`config.mk`:
```
export PLATFORM = sky130hd
export DESIGN_NAME = blc_backlight_regs
export DESIGN_NICKNAME = d
export VERILOG_FILES = /design/src/include/blc_pkg.sv /design/src/core/blc_backlight_regs.sv /design/src/core/blc_second_timer.sv
export SDC_FILE = /design/constraint.sdc
export NUM_CORES = 1
export LEC_CHECK = 0
export ABC_CLOCK_PERIOD_IN_PS = 5500
export BUFFER_PORTS_ARGS = -buffer_cell sky130_fd_sc_hd__buf_4
export CAP_MARGIN = 20
export CORE_MARGIN = 3
export CORE_UTILIZATION = 40
export DETAILED_ROUTE_END_ITERATION = 7
export PLACE_DENSITY = 0.64
export SYNTH_ARGS = -nofsm -noshare
export SYNTH_HDL_FRONTEND = slang
export SYNTH_HIERARCHICAL = 1
export SYNTH_SLANG_ARGS = --single-unit
```
`constraint.sdc`:
```
create_clock -name clock -period 5.5 [get_ports clock]
set_input_delay 0.825 -clock clock [delete_from_list [all_inputs] [get_ports clock]]
set_output_delay 0.825 -clock clock [all_outputs]
set_load 0.02 [all_outputs]
```
`src/include/blc_pkg.sv`:
```
// Shared constants, state codes and the core state record of the backlight register bank.
package blc_pkg;

    // Register offsets on the serial register port.
    localparam logic [7:0] CFG_OFFSET = 8'h04;
    localparam logic [7:0] SINK_OFFSET = 8'h05;
    localparam logic [7:0] OFF_OFFSET = 8'h06;
    localparam logic [7:0] DIM_OFFSET = 8'h07;

    // Field positions inside the configuration register.
    localparam int unsigned FADE_BIT = 0;
    localparam int unsigned LAW_LSB = 1;
    localparam int unsigned LEVEL_LSB = 3;
    localparam int unsigned CMP2_SEL_BIT = 5;
    localparam int unsigned SEL_AB_BIT = 6;

    // Field widths.
    localparam int unsigned SINK_COUNT = 7;
    localparam int unsigned DELAY_WIDTH = 7;
    localparam int unsigned TICK_WIDTH = 25;

    // Reset values of the stored fields.
    localparam logic [1:0] LEVEL_RESET = 2'h0;
    localparam logic [1:0] LAW_RESET = 2'h0;
    localparam logic [6:0] SINK_RESET = 7'h00;
    localparam logic [6:0] DELAY_RESET = 7'h00;

    // Level and law codes.
    localparam logic [1:0] LEVEL_DAYLIGHT = 2'h0;
    localparam logic [1:0] LEVEL_OFFICE = 2'h1;
    localparam logic [1:0] LEVEL_DARK = 2'h2;
    localparam logic [1:0] LEVEL_OFF = 2'h3;
    localparam logic [1:0] LAW_LINEAR = 2'h0;
    localparam logic [1:0] LAW_SQUARE = 2'h1;

    // Timeout unit: one second, counted in clock cycles at 20 MHz.
    localparam int unsigned SECOND_S = 1;
    localparam int unsigned CLOCK_HZ = 20000000;
    localparam int unsigned TICK_CYCLES = SECOND_S * CLOCK_HZ;

    // Backlight sequence states.
    typedef enum logic [2:0] {
        BL_IDLE = 3'b000,
        BL_RAMP = 3'b001,
        BL_FULL = 3'b010,
        BL_DIM = 3'b011,
        BL_TIMED_OFF = 3'b100
    } blc_state_e;

    // Whole state of the register bank core.
    typedef struct packed {
        blc_state_e state;
        logic [1:0] level;
        logic [1:0] law;
        logic fade;
        logic cmp2_sel;
        logic sel_ab;
        logic [6:0] sink_en;
        logic [6:0] off_delay;
        logic [6:0] dim_delay;
        logic [24:0] prescale;
        logic tick;
        logic group_q;
        logic [7:0] read_data;
        logic lit;
        logic current_zero;
        logic dimmed;
        logic [1:0] level_number;
        logic square_law;
        logic nonlinear_steps;
        logic cubic_profile;
        logic [6:0] sink_group_on;
    } blc_core_s;

endpackage

```
`src/core/blc_backlight_regs.sv`:
```
// Backlight configuration, sink enable and off/dim timeout register bank.
// How it works
// - Level field reports operating level; automatic comparator updates overwrite software writes.
// - Level code 00 selects level 1, 01 level 2, 10 level 3.
// - Level code 11 drives backlight current to zero.
// - Law code 00 selects linear DAC with linear time steps.
// - Law code 01 selects square-law DAC with linear time steps.
// - Law codes 10 and 11 select square-law DAC, two nonlinear fade profiles.
// - Configuration bit 0 enables the fade override when set.
// - A set sink enable bit makes that sink independently controlled.
// - A cleared sink enable bit makes that sink follow the backlight group.
// - Expiry of the programmed off timeout switches the backlight off.
// - With dim timeout enabled, off timeout counts only after dim expiry.
// - Off timeout is value seconds, 1 to 127; zero disables it.
// - Dim timeout starts at maximum current and then selects dim current.
`timescale 1ns/10ps

module blc_backlight_regs #(
    parameter int unsigned TICK_CYCLES = blc_pkg::TICK_CYCLES
) (
    input wire logic clock,
    input wire logic reset_n,
    input wire logic reg_write,
    input wire logic [7:0] reg_address,
    input wire logic [7:0] reg_write_data,
    output logic [7:0] reg_read_data,
    input wire logic backlight_group_enable,
    input wire logic at_max_current,
    input wire logic auto_light_control_enable,
    input wire logic auto_level_update,
    input wire logic [1:0] auto_level,
    output logic [1:0] brightness_level,
    output logic [1:0] transfer_law,
    output logic fade_override,
    output logic [6:0] sink_independent,
    output logic [6:0] sink_group_on,
    output logic backlight_lit,
    output logic backlight_current_zero,
    output logic backlight_dimmed,
    output logic [1:0] level_number,
    output logic dac_square_law,
    output logic nonlinear_steps,
    output logic cubic_profile
);

    if (TICK_CYCLES < 2 || TICK_CYCLES > (1 << blc_pkg::TICK_WIDTH)) begin : g_tick_check
        $error("blc_backlight_regs: TICK_CYCLES does not fit the prescaler");
    end

    localparam logic [24:0] TICK_LAST = 25'(TICK_CYCLES - 1);

    blc_pkg::blc_core_s r;
    blc_pkg::blc_core_s next_r;
    logic dim_run;
    logic off_run;
    logic dim_expired;
    logic off_expired;
    logic group_rise;
    logic wr_cfg;
    logic wr_sink;
    logic wr_off;
    logic wr_dim;
    logic restart;

    // Write decode is used four times, so it is one function.
    function automatic logic hits(input logic wr, input logic [7:0] a, input logic [7:0] off);
        hits = wr && (a == off);
    endfunction

    assign wr_cfg = hits(reg_write, reg_address, blc_pkg::CFG_OFFSET);
    assign wr_sink = hits(reg_write, reg_address, blc_pkg::SINK_OFFSET);
    assign wr_off = hits(reg_write, reg_address, blc_pkg::OFF_OFFSET);
    assign wr_dim = hits(reg_write, reg_address, blc_pkg::DIM_OFFSET);
    assign group_rise = backlight_group_enable && !r.group_q;
    assign restart = group_rise || wr_off || wr_dim;

    // Dim runs first at full current; off runs after dim, or at full when dim is off.
    assign dim_run = (r.state == blc_pkg::BL_FULL) && (r.dim_delay != '0);
    assign off_run = ((r.state == blc_pkg::BL_FULL) && (r.dim_delay == '0))
                     || (r.state == blc_pkg::BL_DIM);

    blc_second_timer #(
        .DELAY_WIDTH(blc_pkg::DELAY_WIDTH)
    ) u_dim_timer (
        .clock(clock),
        .reset_n(reset_n),
        .tick(r.tick),
        .run(dim_run),
        .restart(restart),
        .delay(r.dim_delay),
        .expired(dim_expired)
    );

    blc_second_timer #(
        .DELAY_WIDTH(blc_pkg::DELAY_WIDTH)
    ) u_off_timer (
        .clock(clock),
        .reset_n(reset_n),
        .tick(r.tick),
        .run(off_run),
        .restart(restart),
        .delay(r.off_delay),
        .expired(off_expired)
    );

    // Next state: register writes, level updates, second tick, sequence and outputs.
    always_comb begin
        next_r = r;
        next_r.group_q = backlight_group_enable;

        // Software writes; reserved bit 7 is never stored.
        if (wr_cfg) begin
            next_r.fade = reg_write_data[blc_pkg::FADE_BIT];
            next_r.law = reg_write_data[blc_pkg::LAW_LSB +: 2];
            next_r.level = reg_write_data[blc_pkg::LEVEL_LSB +: 2];
            next_r.cmp2_sel = reg_write_data[blc_pkg::CMP2_SEL_BIT];
            next_r.sel_ab = reg_write_data[blc_pkg::SEL_AB_BIT];
        end
        if (wr_sink) begin
            next_r.sink_en = reg_write_data[6:0];
        end
        if (wr_off) begin
            next_r.off_delay = reg_write_data[6:0];
        end
        if (wr_dim) begin
            next_r.dim_delay = reg_write_data[6:0];
        end
        // The comparator update comes after the write so it wins a same-cycle clash.
        if (auto_light_control_enable && auto_level_update) begin
            next_r.level = auto_level;
        end

        // Prescaler restarts, dim expiry included, so each phase counts a full first second.
        next_r.tick = 1'b0;
        if (restart || dim_expired || !(dim_run || off_run)) begin
            next_r.prescale = '0;
        end else if (r.prescale == TICK_LAST) begin
            next_r.prescale = '0;
            next_r.tick = 1'b1;
        end else begin
            next_r.prescale = 25'(r.prescale + 1'b1);
        end

        // Backlight sequence.
        unique case (r.state)
            blc_pkg::BL_IDLE: begin
                if (backlight_group_enable) begin
                    next_r.state = blc_pkg::BL_RAMP;
                end
            end
            blc_pkg::BL_RAMP: begin
                if (at_max_current) begin
                    next_r.state = blc_pkg::BL_FULL;
                end
            end
            blc_pkg::BL_FULL: begin
                if (dim_expired) begin
                    next_r.state = blc_pkg::BL_DIM;
                end else if (off_expired) begin
                    next_r.state = blc_pkg::BL_TIMED_OFF;
                end
            end
            blc_pkg::BL_DIM: begin
                if (off_expired) begin
                    next_r.state = blc_pkg::BL_TIMED_OFF;
                end
            end
            blc_pkg::BL_TIMED_OFF: begin
                next_r.state = blc_pkg::BL_TIMED_OFF;
            end
            default: begin
                next_r.state = blc_pkg::BL_IDLE;
            end
        endcase
        if (!backlight_group_enable) begin
            next_r.state = blc_pkg::BL_IDLE;
        end

        // Registered outputs follow the current stored state by one cycle.
        next_r.lit = (r.state == blc_pkg::BL_RAMP || r.state == blc_pkg::BL_FULL
                      || r.state == blc_pkg::BL_DIM) && (r.level != blc_pkg::LEVEL_OFF);
        next_r.current_zero = !next_r.lit;
        next_r.dimmed = (r.state == blc_pkg::BL_DIM);
        next_r.sink_group_on = ~r.sink_en & {blc_pkg::SINK_COUNT{next_r.lit}};
        unique case (r.level)
            blc_pkg::LEVEL_DAYLIGHT: next_r.level_number = 2'h1;
            blc_pkg::LEVEL_OFFICE: next_r.level_number = 2'h2;
            blc_pkg::LEVEL_DARK: next_r.level_number = 2'h3;
            blc_pkg::LEVEL_OFF: next_r.level_number = 2'h0;
        endcase
        next_r.square_law = (r.law != blc_pkg::LAW_LINEAR);
        next_r.nonlinear_steps = r.law[1];
        next_r.cubic_profile = r.law[1] && r.law[0];

        // Read data is registered: one cycle after the address is presented.
        unique case (reg_address)
            blc_pkg::CFG_OFFSET: next_r.read_data = {1'b0, r.sel_ab, r.cmp2_sel, r.level,
                                                     r.law, r.fade};
            blc_pkg::SINK_OFFSET: next_r.read_data = {1'b0, r.sink_en};
            blc_pkg::OFF_OFFSET: next_r.read_data = {1'b0, r.off_delay};
            blc_pkg::DIM_OFFSET: next_r.read_data = {1'b0, r.dim_delay};
            default: next_r.read_data = 8'h00;
        endcase
    end

    // State register; all control state starts at its documented or zero value.
    always_ff @(posedge clock) begin
        if (!reset_n) begin
            r <= '0;
            r.current_zero <= 1'b1;
            r.level_number <= 2'h1;
        end else begin
            r <= next_r;
        end
    end

    // Outputs come straight from the state register.
    assign reg_read_data = r.read_data;
    assign brightness_level = r.level;
    assign transfer_law = r.law;
    assign fade_override = r.fade;
    assign sink_independent = r.sink_en;
    assign sink_group_on = r.sink_group_on;
    assign backlight_lit = r.lit;
    assign backlight_current_zero = r.current_zero;
    assign backlight_dimmed = r.dimmed;
    assign level_number = r.level_number;
    assign dac_square_law = r.square_law;
    assign nonlinear_steps = r.nonlinear_steps;
    assign cubic_profile = r.cubic_profile;

    // Checks tie each output but transfer_law and sink_independent to its cause.
    property p_auto_level;
        @(posedge clock) disable iff (!reset_n)
        auto_light_control_enable && auto_level_update |=> brightness_level == $past(auto_level);
    endproperty
    a_auto_level: assert property (p_auto_level) else $error("auto level lost");

    property p_level_map;
        @(posedge clock) disable iff (!reset_n)
        brightness_level != blc_pkg::LEVEL_OFF
        |=> level_number == 2'($past(brightness_level) + 1'b1);
    endproperty
    a_level_map: assert property (p_level_map) else $error("level number wrong");

    property p_level_off;
        @(posedge clock) disable iff (!reset_n)
        brightness_level == blc_pkg::LEVEL_OFF |=> backlight_current_zero && sink_group_on == '0;
    endproperty
    a_level_off: assert property (p_level_off) else $error("off level lit");

    property p_law_linear;
        @(posedge clock) disable iff (!reset_n)
        transfer_law == blc_pkg::LAW_LINEAR |=> !dac_square_law && !nonlinear_steps;
    endproperty
    a_law_linear: assert property (p_law_linear) else $error("linear law wrong");

    property p_law_square;
        @(posedge clock) disable iff (!reset_n)
        transfer_law == blc_pkg::LAW_SQUARE |=> dac_square_law && !nonlinear_steps;
    endproperty
    a_law_square: assert property (p_law_square) else $error("square law wrong");

    property p_law_cubic;
        @(posedge clock) disable iff (!reset_n)
        transfer_law[1] |=> dac_square_law && nonlinear_steps
                            && cubic_profile == $past(transfer_law[0]);
    endproperty
    a_law_cubic: assert property (p_law_cubic) else $error("cubic law wrong");

    property p_fade;
        @(posedge clock) disable iff (!reset_n)
        wr_cfg |=> fade_override == $past(reg_write_data[0]);
    endproperty
    a_fade: assert property (p_fade) else $error("fade override not stored");

    property p_sink_group;
        @(posedge clock) disable iff (!reset_n)
        ##1 (sink_group_on & $past(sink_independent)) == '0;
    endproperty
    a_sink_group: assert property (p_sink_group) else $error("independent sink grouped");

    property p_sink_follow;
        @(posedge clock) disable iff (!reset_n)
        backlight_lit ##1 backlight_lit |-> sink_group_on == ~$past(sink_independent);
    endproperty
    a_sink_follow: assert property (p_sink_follow) else $error("grouped sink dark");

    property p_off_expiry;
        @(posedge clock) disable iff (!reset_n)
        off_expired && backlight_group_enable
        |=> r.state == blc_pkg::BL_TIMED_OFF ##2 !backlight_lit;
    endproperty
    a_off_expiry: assert property (p_off_expiry) else $error("off timeout ignored");

    property p_off_after_dim;
        @(posedge clock) disable iff (!reset_n)
        r.dim_delay != '0 && r.state == blc_pkg::BL_FULL |-> !off_run;
    endproperty
    a_off_after_dim: assert property (p_off_after_dim) else $error("off ran with dim");

    property p_dim_expiry;
        @(posedge clock) disable iff (!reset_n)
        dim_expired && backlight_group_enable |=> r.state == blc_pkg::BL_DIM ##1 backlight_dimmed;
    endproperty
    a_dim_expiry: assert property (p_dim_expiry) else $error("dim timeout ignored");

    property p_reserved;
        @(posedge clock) disable iff (!reset_n)
        reg_address == blc_pkg::SINK_OFFSET || reg_address == blc_pkg::OFF_OFFSET
        |=> !reg_read_data[7];
    endproperty
    a_reserved: assert property (p_reserved) else $error("reserved bit set");

    c_dim_then_off: cover property (@(posedge clock) disable iff (!reset_n)
        r.state == blc_pkg::BL_DIM ##1 r.state == blc_pkg::BL_TIMED_OFF);
    c_full_off: cover property (@(posedge clock) disable iff (!reset_n)
        r.state == blc_pkg::BL_FULL ##1 r.state == blc_pkg::BL_TIMED_OFF);
    c_auto_clash: cover property (@(posedge clock) disable iff (!reset_n)
        wr_cfg && auto_light_control_enable && auto_level_update);

endmodule

```
`src/core/blc_second_timer.sv`:
```
// Whole-second countdown used for the dim and off timeouts.
`timescale 1ns/10ps

module blc_second_timer #(
    parameter int unsigned DELAY_WIDTH = 7
) (
    input wire logic clock,
    input wire logic reset_n,
    input wire logic tick,
    input wire logic run,
    input wire logic restart,
    input wire logic [DELAY_WIDTH-1:0] delay,
    output logic expired
);

    if (DELAY_WIDTH < 1 || DELAY_WIDTH > 16) begin : g_width_check
        $error("blc_second_timer: DELAY_WIDTH out of range");
    end

    typedef struct packed {
        logic [DELAY_WIDTH-1:0] secs;
        logic expired;
    } blc_timer_s;

    blc_timer_s r;
    blc_timer_s next_r;

    // Count whole seconds while running; a zero delay never expires.
    always_comb begin
        next_r = r;
        next_r.expired = 1'b0;
        if (!run || restart) begin
            next_r.secs = '0;
        end else if (tick && delay != '0) begin
            if (DELAY_WIDTH'(r.secs + 1'b1) == delay) begin
                next_r.expired = 1'b1;
                next_r.secs = '0;
            end else begin
                next_r.secs = DELAY_WIDTH'(r.secs + 1'b1);
            end
        end
    end

    // State register.
    always_ff @(posedge clock) begin
        if (!reset_n) begin
            r <= '0;
        end else begin
            r <= next_r;
        end
    end

    assign expired = r.expired;

    property p_restart_clears;
        @(posedge clock) disable iff (!reset_n)
        restart |=> (r.secs == '0) && !expired;
    endproperty
    a_restart_clears: assert property (p_restart_clears) else $error("timer not cleared");

    property p_expiry_count;
        @(posedge clock) disable iff (!reset_n)
        expired |-> $past(delay) != '0 && $past(r.secs) == DELAY_WIDTH'($past(delay) - 1'b1);
    endproperty
    a_expiry_count: assert property (p_expiry_count) else $error("early expiry");

endmodule

```
* Word-level counts from Yosys, hierarchy flattened
Index checks and enable logic that the tools add are counted.
** Storage, ports and cells
- Bits in registers :: 97
- Bits in latches :: 0
- RAM bits :: 0
- Memory bits (read-only) :: 0
- Bits of input ports :: 25
- Output and inout port bits :: 35
- Word-level logic and storage cells :: 103
- Memories kept :: 0
** Cells by class
- $add $sub $neg :: 3
- $mul :: 0
- Div/mod/pow operators :: 0
- Magnitude comparators :: 0
- Equal/unequal tests :: 16
- Shift-type cells :: 0
- Mux-type cells :: 13
- Bitwise logic cells :: 5
- Reductions and logical operators :: 41
** Operators by type and width (count)
- $eq A8 B3 Y1 const B :: 4
- $pmux W7 S4 :: 1
- $add A25 B1 Y25 const B :: 1
- $eq A25 B25 Y1 const B :: 1
- $mux W7 :: 3
- $pmux W3 S5 :: 1
- $add A7 B1 Y7 const B :: 2
- $eq A7 B7 Y1 :: 2
- $reduce_bool A7 Y1 :: 2
- $logic_and A1 B1 Y1 :: 12
- $logic_or A1 B1 Y1 :: 10
- $mux W3 :: 3
- $reduce_or A3 Y1 :: 3
- $pmux W2 S4 :: 1
- $and A7 B7 Y7 :: 1
- $logic_not A7 Y1 :: 1
- $not A7 Y7 :: 1
- $eq A3 B2 Y1 const B :: 2
- $reduce_or A2 Y1 :: 3
- $logic_not A1 Y1 :: 5
- $eq A2 B2 Y1 const B :: 2
- $ne A2 B2 Y1 const B :: 2
- $reduce_bool A2 Y1 :: 2
- $eq A3 B1 Y1 const B :: 1
- 8 further kinds :: 12

* Longest topological paths before layout
Gate-level depths: netlist of the first run.
- Word-level depth :: 7
- Gate-level depth with buffers :: 6

* Hierarchy
The synthesis of the first run kept the hierarchy.
** Modules (own cells, without submodules)
- blc_backlight_regs :: times used 1, cells each 363, area an instance 3497.1 sq um, sequential area each 1601.5 sq um
- blc_second_timer :: times used 2, cells each 62, area an instance 606.8 sq um, sequential area each 160.2 sq um

* Worst setup path after synthesis of the first run
Ideal clock, no wire load.
- Kind :: input to register
- Start :: in reg_address[3]
- End :: reg r[28] (netlist bit)
- Library setup time :: 0.134 ns
- Arrival :: 2.259 ns
- Data required time :: 5.366 ns
- Setup slack :: 3.107 ns
- Cell stages on the path :: 5
- Buffers on the path :: 1
- Cells stage by stage :: nor4b_1 nand3_1 nand3_1 clkbuf_1 nor3_1
** Between the ends
- Cells in the longest elaborated chain, start to end :: 7
- Elaborated cells on any way between the ends :: 9
** RTL lines
- start: declaration :: RTL line blc_backlight_regs.sv:24 : input wire logic [7:0] reg_address,
- $eq A8 B3 Y1 :: RTL line blc_backlight_regs.sv:67 : hits = wr && (a == off);
- $logic_and A1 B1 Y1 :: RTL line blc_backlight_regs.sv:67
- $logic_or A1 B1 Y1 :: RTL line blc_backlight_regs.sv:75 : assign restart = group_rise || wr_off || wr_dim;
- $logic_or A1 B1 Y1 * :: RTL line blc_backlight_regs.sv:75
- $logic_or A1 B1 Y1 * (2 in a row) :: RTL line blc_backlight_regs.sv:135 : if (restart || dim_expired || !(dim_run || off_run)) begin
- $reduce_or A3 Y1 (no line) *
- end signal: assignment :: RTL line blc_backlight_regs.sv:213 : r <= next_r;
- end: declaration :: RTL line blc_backlight_regs.sv:52 : blc_pkg::blc_core_s r;
Every way passes the cells marked *; elsewhere a longest branch is shown, timed or not.
A chain may end at the register's enable or synchronous reset.

* Worst setup path after layout of the first run
- Start :: in reg_address[3]
- End :: reg u_dim_timer/r[2] (netlist bit)
** Between the ends
- Cells in the longest elaborated chain, start to end :: 6
- Elaborated cells on any way between the ends :: 8
** RTL lines
- $eq A8 B3 Y1 :: RTL line blc_backlight_regs.sv:67
- $logic_and A1 B1 Y1 :: RTL line blc_backlight_regs.sv:67
- $logic_or A1 B1 Y1 :: RTL line blc_backlight_regs.sv:75
- $logic_or A1 B1 Y1 * :: RTL line blc_backlight_regs.sv:75
- net restart :: RTL line blc_backlight_regs.sv:63 : logic restart;
- $logic_or A1 B1 Y1 * :: RTL line blc_second_timer.sv:32 : if (!run || restart) begin
- $reduce_or A2 Y1 (no line) *
- end signal: assignment :: RTL line blc_second_timer.sv:49 : r <= next_r;
- end: declaration :: RTL line blc_second_timer.sv:25 : blc_timer_s r;
Mark *: on every way through the listed nets, which the timed path passes. The rest lies on a longest branch.

==> results, run 1 <==
- The flow ran to the end, and the final reports show no timing, DRC or antenna violations.
- TritonCTS built the clock tree.
- The predominant post-synthesis flop cell is dfxtp_1.
- The post-cts resize count is 0.
- Static timing analysis puts the maximum clock frequency at approximately 0.38 GHz.
- The remaining routing DRC violations is 0.
- The die covers about 13000 µm².
- The sequential-to-total area share from yosys stat is 0.408.
- After detailed routing, the number of vias per cell comes to between 5 and 6.
- The final route contains 3544 vias.
- The hold violation total from the final report came to 0.
- The number of nets in the synthesized netlist is just over 500.
- At the pin with the least slew margin, the transition time is roughly 0.94 ns.
- The post-synthesis to final-layout area growth is 13.8%.
- Dividing the detail-routed wire length by the instance count gives 14.6 µm.
- Buffers inserted to repair hold after CTS numbered 0.
- The level count of the clock H-tree is 3.
- The top-level I/O count is 60.
- The family of cells with the greatest summed delay on the critical path is simple AND/OR/NAND/NOR gates.
- In this run the critical register-to-register path is launched from r[25]$_SDFF_PP0_.
- The count of nets left with antenna violations once routing finished came out at 0.
- Setup repair after global routing left no endpoint under its margin.
- The die extent in y is 115 µm.
- In this design, the stage delay of the slowest critical-path cell is a little over 0.8 ns.
- After clock tree synthesis, the clock-pin slew on the worst setup and hold paths is about 0.07 ns.
- In this run the cell area of the synthesized design comes to about 4700 µm².
- After routing the design area is between 5000 and 6000 µm².
- The via count of the first global-routing pass is approximately 3300.
- The count of buffers added by post-CTS timing repair for setup is 0.
- The category of the critical setup timing path is input pin to flip-flop.
- STA classifies the critical path endpoint as a flip-flop.
- The instance area after placement is ~5100 µm².
- Data arrives at the worst endpoint at roughly 2.9 ns.
- The count of placed standard cells in the final layout, fillers left out is approximately 660.
- The later-pin clock latency in the skew report is 0.34 ns.
- The signal on the critical path passes through buf_4, nor4b_1, nand3_1, nand2_1, and3b_1, and3_1, a41o_1.
- dfxtp_1 takes more of the synthesized area than any other cell.
- Dividing the final minimum period by the clock period gives 0.475.
- The routed design has 9.65 mm of wire.
- The fraction of layout instances using a drive strength above 1 is 0.207.
- For this run, the total global-route usage over all layers was measured as 0.148.
- Measured against its own limit, the worst slew margin works out to 0.365.
- In this run the worst path has a maximum fanout of 5.
- The fraction of post-synthesis cell area in the top cell type by area is 0.408.
- The post-layout utilization of the core is 0.467.
- The number of nets in the final layout is around 540.
- The most common cell after layout, fill and taps aside is dfxtp_1.
- The data required time of the critical path is 5.73 ns.
- The number of placed instances, taps included, is 644.
- The global-route wire length before repair is 15.9 mm.
- Clock skew on the completed layout was measured at between 0.007 and 0.008 ns.
- In this run the standard cell core region covers 11500 µm².
- In the synthesized netlist the async set-or-reset flop fraction comes to 0.
- The worst-path cell with the longest stage delay is nor4b_1.
- The number of rows in the core area is 39.
- The congestion estimate from routability-driven global placement came to about 0.83.
- The effective utilization at floorplan is 0.411.
- The number of setup violations in the final report is 0.
- The count of flip-flops with a built-in enable after synthesis is 0.
- For this design the ratio of total power to cell area is ~260 nW/µm².
- Tracing the worst setup path back leads to its startpoint at reg_address[3].
- The startpoint identified for the worst hold timing path is sink_independent[6]$_SDFFE_PN0P_.
- The worst setup path is launched from an input pin.
- The time the worst path needs with I/O delays and setup is 2.61 ns.
- The final-report max-slew violation count was 0.
- The count of clock tree sinks is 96.
- For the final routed database, the setup TNS stands at 0 ns.
- In this run the static leakage power is between 1.5 and 2 nW.
- The HPWL after detailed placement is 6.93 mm.
- Yosys mapped the design onto 57 distinct sky130hd cell types.
- The overall overflow remaining after global route is 0.
- The initial antenna violation count is 0.
- The count of state elements after synthesis is 96.
- The count of inserted antenna diode cells is 0.
- Counting both buffers and inverters, the worst setup path holds a total of 1.
- The first detailed-routing pass ran for 4 iterations.
- The number of clock buffers added by TritonCTS is 9.
- Synthesis handed over a netlist of approximately 500 instances.
- Entering global routing, the biggest net connects 50 pins.
- CTS placed an instance of clkbuf_16 at the clock tree root.
- The die boundary width is 115 µm.
- The highest ir drop seen on vdd is about 0.00025 V.
- In the post-synthesis netlist, the biggest area contributors are dfxtp_1 (41%), mux2i_1 (5.3%), buf_4 (4.5%), xnor2_1 (3.9%), mux4_2 (3.3%).
- The worst hold path class is flip-flop to flip-flop.
- The number of max-cap violations is 0.
- Hold timing on the final database bottoms out at a slack of around 0.46 ns.
- The synthesis warning total is 6.
- The library cells used most frequently in the layout, excluding fill and tap cells, are dfxtp_1 (96), buf_4 (58), nand2_1 (36).
- In this run the deepest clock path goes through 2 buffers.
- During placement, the flow inserted port buffers numbering 57.
- The number of DRC violations after detailed-routing iteration 0 is about 190.
- The average instance area after synthesis is ~9.7 µm².
[final cells by class]
type                       count  area (µm²)
multi-input combinational    338        2490
fill                        1088        6110
clock buffer                   9         225
clock inverter                 7        60.1
tap                          143         179
sequential                    96        1920
timing repair buffer          59         450
inverter                       9        33.8
[per-layer routing]
layer,global-route usage,wire length (µm)
met5,0,0
met2,0.241,4420
met3,0.0418,601
met1,0.193,4530
met4,0.0412,104
[cells in the mapped netlist, types with 10 or more instances]
library cell / n
nor2_1: 31
dfxtp_1: 96
nor2b_1: 20
nand3_1: 23
o21ai_0: 17
xor2_1: 10
mux2i_1: 25
nand2_1: 36
xnor2_1: 21
nor3_1: 29
buf_4: 28
clkbuf_1: 14
[power breakdown]
group | internal [mW] | switching, mW | total (mW)
Combinational | 0.0294 | 0.0340 | 0.0634
Sequential | 0.702 | 0.00452 | 0.707
Clock | 0.315 | 0.284 | 0.600
Total | 1.05 | 0.323 | 1.37
[worst paths after layout]
path                                    to  slack, ns  cells past startpoint
min            sink_group_on[6]$_SDFF_PN0_       0.46                      1
max          u_dim_timer/r[2]$_SDFFE_PP0N_       2.89                      7
max reg2reg               r[49]$_SDFF_PP0_       3.16                      5
min reg2reg    sink_group_on[6]$_SDFF_PN0_       0.46                      1
[through the flow]
step / power (mW) / worst slack, ns
2_1_floorplan: 0.763 / 3.11
3_3_place_gp: 0.786 / 2.38
3_5_place_dp: 0.786 / 2.30
4_1_cts: 1.39 / 2.67
5_1_grt: 1.42 / 2.71
6_report: 1.37 / 2.89
[registers in the layout, indices dropped and copies added (netlist names), 2 cells and up]
signal / cells
u_off_timer/r: 7
brightness_level: 2
u_dim_timer/r: 7
reg_read_data: 7
r: 46
sink_independent: 7
level_number: 2
sink_group_on: 7
transfer_law: 2
[cells by family after synthesis]
logic type,share of synthesized area
compound gates,0.122
xor+xnor,0.0677
fa+ha+maj,0.0159
buf+inv,0.0648
flops,0.408
mux,0.0866
other cells,0.000796
simple gates,0.234
(Power assumes the default switching activity.)
==> run 2: changes to the inputs <==
ABC_AREA = 1   (was default)
ABC_CLOCK_PERIOD_IN_PS = 2450   (was 5500)
PLACE_DENSITY = 0.63   (was 0.64)
clock period = 2.45 ns   (was 5.5 ns; I/O delays follow)
==> results, run 2 <==
- The run finished with clean final reports.
- The total negative setup slack is 0 ns (unchanged).
- The number of vias per cell after detailed routing came to 4.62 (-14%).
- The register-to-register setup slack came to 0.72 ns (-2.44 ns).
- The data required time of the critical path was 2.67 ns (-3.06 ns).
- The reg-to-reg critical path endpoint is u_dim_timer/r[6]$_SDFFE_PP0N_.
- The most used standard cell by instance count after synthesis is nand2_1.
- TritonCTS built the clock tree.
- The fraction of layout instances using a drive strength above 1 is 0.142 (-0.0646).
- The die boundary width is 117 µm (+2.4%).
- Walking the worst path, the cells encountered are ha_1, nand2_2, nor2_4, inv_1, nand2_1, nand2_1, nand2_1, nand2_1, nor2_2, nand2_4, nand2_1, a21oi_1.
- The number of DRC violations after detailed-routing iteration 0 was 235 (+27%).
- The critical-path maximum fanout is 8 (+3).
- The average instance area after synthesis is 6.77 µm² (-30%).
- The count of inserted antenna diode cells is 0 (unchanged).
- The clock period could shrink to ~1.7 ns.
- The critical path in this run is classified as flip-flop to flip-flop.
- The count of port buffers added during placement is 57 (unchanged).
- The largest individual stage delay along the critical path comes from the cell dfxtp_1.
- The top-level I/O count is 60 (unchanged).
- The count of hold-fix buffers inserted at cts was 0 (unchanged).
- The fraction of post-synthesis cell area in the top cell type by area is 0.388 (-0.0197).
- The die extent in y came to 117 µm (+2.4%).
- The most common cell after layout, fill and taps aside is nand2_1.
- The global routing usage on met1 was 0.224 (+0.0313).
- The clock input transition at the sequential cells of the worst setup and hold paths came to 0.07 ns (about the same).
- The largest net degree at the start of global routing is 29 (-42%).
- The met3 usage in global routing is 0.0334 (-0.00834).
- The tree is rooted in a clkbuf_16.
- The number of max-cap violations is 0 (unchanged).
- The instance count on the critical path is 12 (+5).
- The total number of vias was 4328 (+22%).
- The detailed placer's ending HPWL was 8.23 mm (+19%).
- The later-pin clock latency in the skew report is 0.35 ns (about the same).
- The worst setup path is captured at a flip-flop.
- The min-delay analysis places its worst path in the category input pin to flip-flop.
- The net count of the mapped netlist came to 762 (+47%).
- The highest ir drop seen on vdd is 0.000277 V (+13%).
- The global placement routability congestion is 0.861 (+3.6%).
- The initial antenna violation count is 0 (unchanged).
- The source of the critical timing path is u_dim_timer/r[1]$_SDFFE_PP0N_.
- The post-layout utilization of the core was 0.468 (+0.000827).
- The number of cells on the worst reg-to-reg path is 12 (+7).
- The overall power is 3.19 mW (+130%).
- In the layout the commonest cells are nand2_1 (179), nor2_1 (113), inv_1 (100).
- The layer flagged by global routing as most heavily used is met2.
- The mapped cell area came to 4950 µm² (+5.1%).
- The count of placed standard cells in the final layout, fillers left out is 936 (+42%).
- The worst hold margin is 0.270 ns (-0.186 ns).
- The static leakage power came to 2.28 nW (+14%).
- The maximum buffer depth of the clock tree is 2 (unchanged).
- The predominant post-synthesis flop cell is dfxtp_1.
- The number of nets in the final layout is 794 (+46%).
- The maximum clock skew at final layout is 0.00913 ns (+0.00127 ns).
- The first-pass detailed-route iteration total is 5 (+1).
- Ranked by total cell area, the synthesized netlist is headed by dfxtp_1 (39%), nand2_1 (14%), nor2_1 (8.6%), inv_1 (7.6%), nand3_1 (4.7%).
- Ranked by instance count, the synthesized netlist is headed by nand2_1 (179), nor2_1 (113), inv_1 (100).
- Derived from the worst setup path, the maximum achievable clock frequency is a little under 0.6 GHz.
- The synthesis warning total is 6 (unchanged).
- The flip-flop count of the largest register, all copies and words added was 46 (unchanged).
- The worst hold path begins at backlight_group_enable.
- The end point of the critical path is u_dim_timer/r[6]$_SDFFE_PP0N_.
- The distinct cell type count of the synthesized netlist is 36 (-37%).
- The effective utilization at floorplan was 0.410 (-0.000429).
- The post-cts resize count came to 0 (unchanged).
- The global-route wire length before repair is 18.3 mm (+16%).
- The met2 routing resource usage after global routing is 0.266 (+0.0245).
- The data arrival at the endpoint of the critical path is 1.96 ns (-0.89 ns).
- The count of flip-flops with a built-in enable after synthesis was 0 (unchanged).
- The synthesized netlist cell count came to 731 (+50%).
- The number of setup violations in the final report was 0 (unchanged).
- The global router's overall resource usage is 0.166 (+0.0177).
- By instance count, the cell type seen most on the critical path is nand2_1.
- Compared with the post-synthesis result, the final layout area differs by 14.1%.
- Dividing the final minimum period by the clock period gives 0.708.
- The remaining routing DRC violations is 0 (unchanged).
- The via count of the first global-routing pass is 3960 (+20%).
- The number of cells in the design after placement is 920 (+43%).
- The count of state elements after synthesis is 96 (unchanged).
- The number of clock buffers inserted by TritonCTS is 9 (unchanged).
- The maximum single-stage delay on the critical path is 0.44 ns (-0.37 ns).
- The total power divided by cell area is 564 nW/µm² (+120%).
- Counting flops per register, the top entry is r.
- The final-report max-slew violation count came to 0 (unchanged).
- The area of the core is 12100 µm² (+5.2%).
- The count of clock tree sinks was 96 (unchanged).
- The buffer and inverter count on the worst path came to 1 (unchanged).
- The overall overflow remaining after global route is 0 (unchanged).
- The full die area is 13700 µm² (+4.8%).
- The hold violation total from the final report was 0 (unchanged).
- The total detailed-routing wirelength is 10.8 mm (+11%).
- The routed length per instance is 11.5 µm (-21%).
- The startpoint of the worst register-to-register path is u_dim_timer/r[1]$_SDFFE_PP0N_.
- The synthesized design spends more area on one cell type than any other, namely dfxtp_1.
- The number of rows in the core area is 40 (+2.6%).
- The level count of the clock H-tree was 3 (unchanged).
- The sequential-to-total area share from yosys stat is 0.388 (-0.0197).
- The worst setup path is launched from a flip-flop.
- The count of buffers added by post-CTS timing repair for setup is 0 (unchanged).
- Setup repair after global routing left no endpoint under its margin.
- The family of cells with the greatest summed delay on the critical path is simple AND/OR/NAND/NOR gates.
- The fraction of registers with async set or reset after synthesis is 0 (unchanged).
- The number of nets still failing antenna checks after routing is 0 (unchanged).
[run 2: cell types whose count changed after synthesis, moves of 10 or more]
cell      previous run  this run
mux2i_1             25         0
o21ai_0             17        37
xnor2_1             21        10
nor2b_1             20         0
nor3_1              29         5
nor2_1              31       113
inv_1                9       100
a21oi_1              4        39
clkbuf_1            14         4
nand3_1             23        46
nand2_1             36       179
[run 2: area by class of cell]
class | instances | area (µm²)
sequential | 96 | 1920
tap | 168 | 210
timing repair buffer | 60 | 450
inverter | 102 | 383
multi-input combinational | 494 | 2370
fill | 1218 | 6410
clock buffer | 9 | 225
clock inverter | 7 | 83.8
[run 2: how the worst min path moves through the flow]
stage	depth (start not counted)	end	slack [ns]
final	3	r[23]$_SDFF_PN0_	0.27
after global routing	3	r[23]$_SDFF_PN0_	0.28
after CTS	3	r[23]$_SDFF_PN0_	0.26
after detailed placement	1	sink_group_on[6]$_SDFF_PN0_	0.43
after global placement	1	sink_group_on[5]$_SDFF_PN0_	0.43
after floorplan	1	sink_group_on[0]$_SDFF_PN0_	0.41
[run 2: logic make-up (layout without fill, tap and decap cells)]
kind of cell,count (synthesis),in the layout,share of synthesized area
flops,96,96,0.388
compound gates,88,88,0.0948
other cells,1,1,0.000758
fa+ha+maj,6,6,0.0152
xor+xnor,18,18,0.0319
simple gates,381,381,0.337
buf+inv,141,178,0.132
[run 2: layer usage]
metal | share of wire | vias up
met3 | 0.038 | 10
li1 | - | 2312
met1 | 0.49 | 1932
met5 | 0 | -
met2 | 0.46 | 74
met4 | 0.011 | 0
[run 2: where the power goes]
part | switching, mW | total [mW] | internal [mW]
Combinational | 0.0896 | 0.149 | 0.0593
Sequential | 0.00846 | 1.58 | 1.57
Clock | 0.641 | 1.45 | 0.813
[run 2: tightest hold or removal path, delay by kind of cell]
family / cells / cell delay (ns)
buf+inv: 2 / 0.16
simple gates: 1 / 0.06
[run 2: per-stage QoR]
| step | setup slack, ns | instance area, µm² |
|---|---|---|
| 2_1_floorplan | 0.975 | 4950 |
| 3_3_place_gp | 0.568 | 5340 |
| 3_5_place_dp | 0.553 | 5340 |
| 4_1_cts | 0.739 | 5650 |
| 5_1_grt | 0.515 | 5650 |
| 6_report | 0.717 | 5650 |
==> run 3: changes to the inputs <==
ABC_CLOCK_PERIOD_IN_PS = 1550   (was 2450)
PLACE_DENSITY = 0.66   (was 0.63)
clock period = 1.55 ns   (was 2.45 ns; I/O delays follow)
==> results, run 3 (synthesis gave the netlist of run 2 again) <==
- The flow ran to the end, and the final reports show no timing, DRC or antenna violations.
- The effective utilization at floorplan is 0.410 (unchanged).
- The number of nets still failing antenna checks after routing is 0 (unchanged).
- The count of filler cells inserted in the layout is 1241 (+1.9%).
- The static leakage power was 2.50 nW (+10%).
- The clock tree from TritonCTS is built.
- The setup slack at placement was -0.00882 ns (-0.562 ns).
- The data arrival at the endpoint of the critical path is 1.76 ns (-0.20 ns).
- The level count of the clock H-tree came to 3 (unchanged).
- The routed length per instance came to 11.8 µm (+2.7%).
- The final-report max-slew violation count came to 0 (unchanged).
- The full die area came to 13700 µm² (unchanged).
- The top-level I/O count came to 60 (unchanged).
- The most numerous cell type found on the critical path is nand2_4.
- The count of placed standard cells in the final layout, fillers left out was 974 (+4.1%).
- The maximum clock skew at final layout is 0.0111 ns (+0.00192 ns).
- The least setup slack across all paths after layout came to 0.0213 ns (-0.695 ns).
- The number of rows in the core area came to 40 (unchanged).
- The global router's overall resource usage is 0.165 (-0.000892).
- The count of port buffers added during placement is 57 (unchanged).
- STA classifies the critical path endpoint as a flip-flop.
- Walking the worst path, the cells encountered are ha_4, nand2_4, nor2_4, nand3b_1, nand3_1, nand2_1, nor2_2, nand2_4, nand2_2, a21oi_1.
- The via count of the first global-routing pass is 4026 (+1.7%).
- The later-pin clock latency in the skew report came to 0.35 ns (about the same).
- The time the worst path needs with I/O delays and setup came to 1.53 ns (-0.205 ns).
- The count of hold-fix buffers inserted at cts is 0 (unchanged).
- The remaining routing DRC violations came to 0 (unchanged).
- The count of inserted antenna diode cells is 0 (unchanged).
- The largest net degree at the start of global routing is 26 (-10%).
- The number of DRC violations after detailed-routing iteration 0 is 324 (+38%).
- The global-route wire length before repair was 17.9 mm (-2.1%).
- The overall power is 4.93 mW (+55%).
- The die extent in y came to 117 µm (unchanged).
- The clock input transition at the sequential cells of the worst setup and hold paths was 0.07 ns (about the same).
- The area of the core was 12100 µm² (unchanged).
- The flip-flop count of the largest register, all copies and words added is 46 (unchanged).
- The die boundary width is 117 µm (unchanged).
- The startpoint kind of the worst setup timing path is a flip-flop.
- The detailed placer's ending HPWL was 8.16 mm (-0.89%).
- The critical-path maximum fanout came to 8 (unchanged).
- The number of clock buffers inserted by TritonCTS is 9 (unchanged).
- The number of setup violations in the final report is 0 (unchanged).
- The maximum single-stage delay on the critical path came to 0.35 ns (-0.09 ns).
- The share of the clock period used by the worst path after layout came to 0.986 (+0.279).
- The post-route standard cell area excluding fillers is 6130 µm² (+8.6%).
- The maximum buffer depth of the clock tree is 2 (unchanged).
- The post-synthesis to final-layout area growth is 23.9%.
- The total power divided by cell area is 804 nW/µm² (+42%).
- Setup repair after global routing could not meet its margin everywhere.
- The initial antenna violation count was 0 (unchanged).
- The overall overflow remaining after global route is 0 (unchanged).
- The maximum achievable frequency is 0.654 GHz (+13%).
- The first-pass detailed-route iteration total is 4 (-1).
- The library cell used most frequently in the layout, excluding fill and tap cells, is nand2_1.
- The count of clock tree sinks is 96 (unchanged).
- The hold violation total from the final report is 0 (unchanged).
- The global placement routability congestion is 0.830 (-3.6%).
- r holds more flip-flops than any other register.
- The worst hold margin is 0.143 ns (-0.128 ns).
- The number of vias per cell after detailed routing is 4.65 (+0.47%).
- The instance area after placement was 5590 µm² (+4.7%).
- The category of the critical setup timing path is flip-flop to flip-flop.
- The data required time of the critical path is 1.78 ns (-0.89 ns).
- The highest ir drop seen on vdd came to 0.000602 V (+120%).
- The number of cells in the design after placement is 952 (+3.5%).
- The total detailed-routing wirelength was 11.5 mm (+6.9%).
- The total number of vias was 4525 (+4.6%).
- The library cells used most frequently in the layout, excluding fill and tap cells, are nand2_1 (159), nor2_1 (110), inv_1 (96).
- The master cell of the clock root buffer is clkbuf_16.
- The worst hold path belongs to the class input pin to flip-flop.
- The number of max-cap violations came to 0 (unchanged).
- The number of nets in the final layout was 832 (+4.8%).
- The total negative setup slack is 0 ns (unchanged).
- The slowest stage of the critical path belongs to the cell dfxtp_2.
- The post-layout utilization of the core is 0.508 (+0.0400).
- The fraction of layout instances using a drive strength above 1 is 0.237 (+0.0950).
[run 3: changes by cell type in the layout (fill, tap and decap cells not counted), sizes merged]
cell    before  now
buf         60   95
nand3       49   52
bufinv       1    0
clkinv       2    3
[run 3: what timing repair did]
item | 4_1_cts | 5_1_grt
endpoints found under the setup margin | 10 | 41
hold endpoints to repair | 0 | 0
cloned | 0 | 3
buffers inserted | 0 | 3
pin swaps | 2 | 24
gates resized for setup | 6 | 50
[run 3: worst max-delay path, delay by kind of cell (launching register included)]
kind,cells,cell delay [ns]
AOI/OAI and AO/OA,1,0.05
adders and majority gates,1,0.15
DFF,1,0.35
and+or+nand+nor,8,0.85
[run 3: worst paths after layout]
| kind | end | slack, ns | from | cells after the start |
|---|---|---|---|---|
| worst max register to register | u_off_timer/r[5]$_SDFFE_PP0N_ | 0.02 | u_off_timer/r[2]$_SDFFE_PP0N_ | 10 |
| worst min register to register | sink_group_on[0]$_SDFF_PN0_ | 0.45 | sink_independent[0]$_SDFFE_PN0P_ | 1 |
| worst max-delay path | u_off_timer/r[5]$_SDFFE_PP0N_ | 0.02 | u_off_timer/r[2]$_SDFFE_PP0N_ | 10 |
| worst min-delay path | r[23]$_SDFF_PN0_ | 0.14 | backlight_group_enable | 3 |
[run 3: layout make-up]
| type | instances | area [µm²] | share of cell area |
|---|---|---|---|
| clock inverters | 7 | 62.6 | 0.0102 |
| flip-flops and latches | 96 | 1930 | 0.315 |
| clock buffers | 9 | 225 | 0.0367 |
| repair buffers | 95 | 742 | 0.121 |
| well taps | 168 | 210 | 0.0343 |
| inverters | 102 | 383 | 0.0624 |
| multi-input cells | 497 | 2580 | 0.420 |
[run 3: metal layers]
layer	wire, µm	GRT usage
met4	162	0.0482
met1	5320	0.213
met5	0	0
met3	655	0.0478
met2	5360	0.270
[run 3: report_power, final]
part           internal (mW)  switching [mW]  leakage (nW)
registers               2.49          0.0124         0.780
clock network           1.13            1.04         0.144
logic                  0.105           0.153          1.58
total                   3.72            1.21          2.50
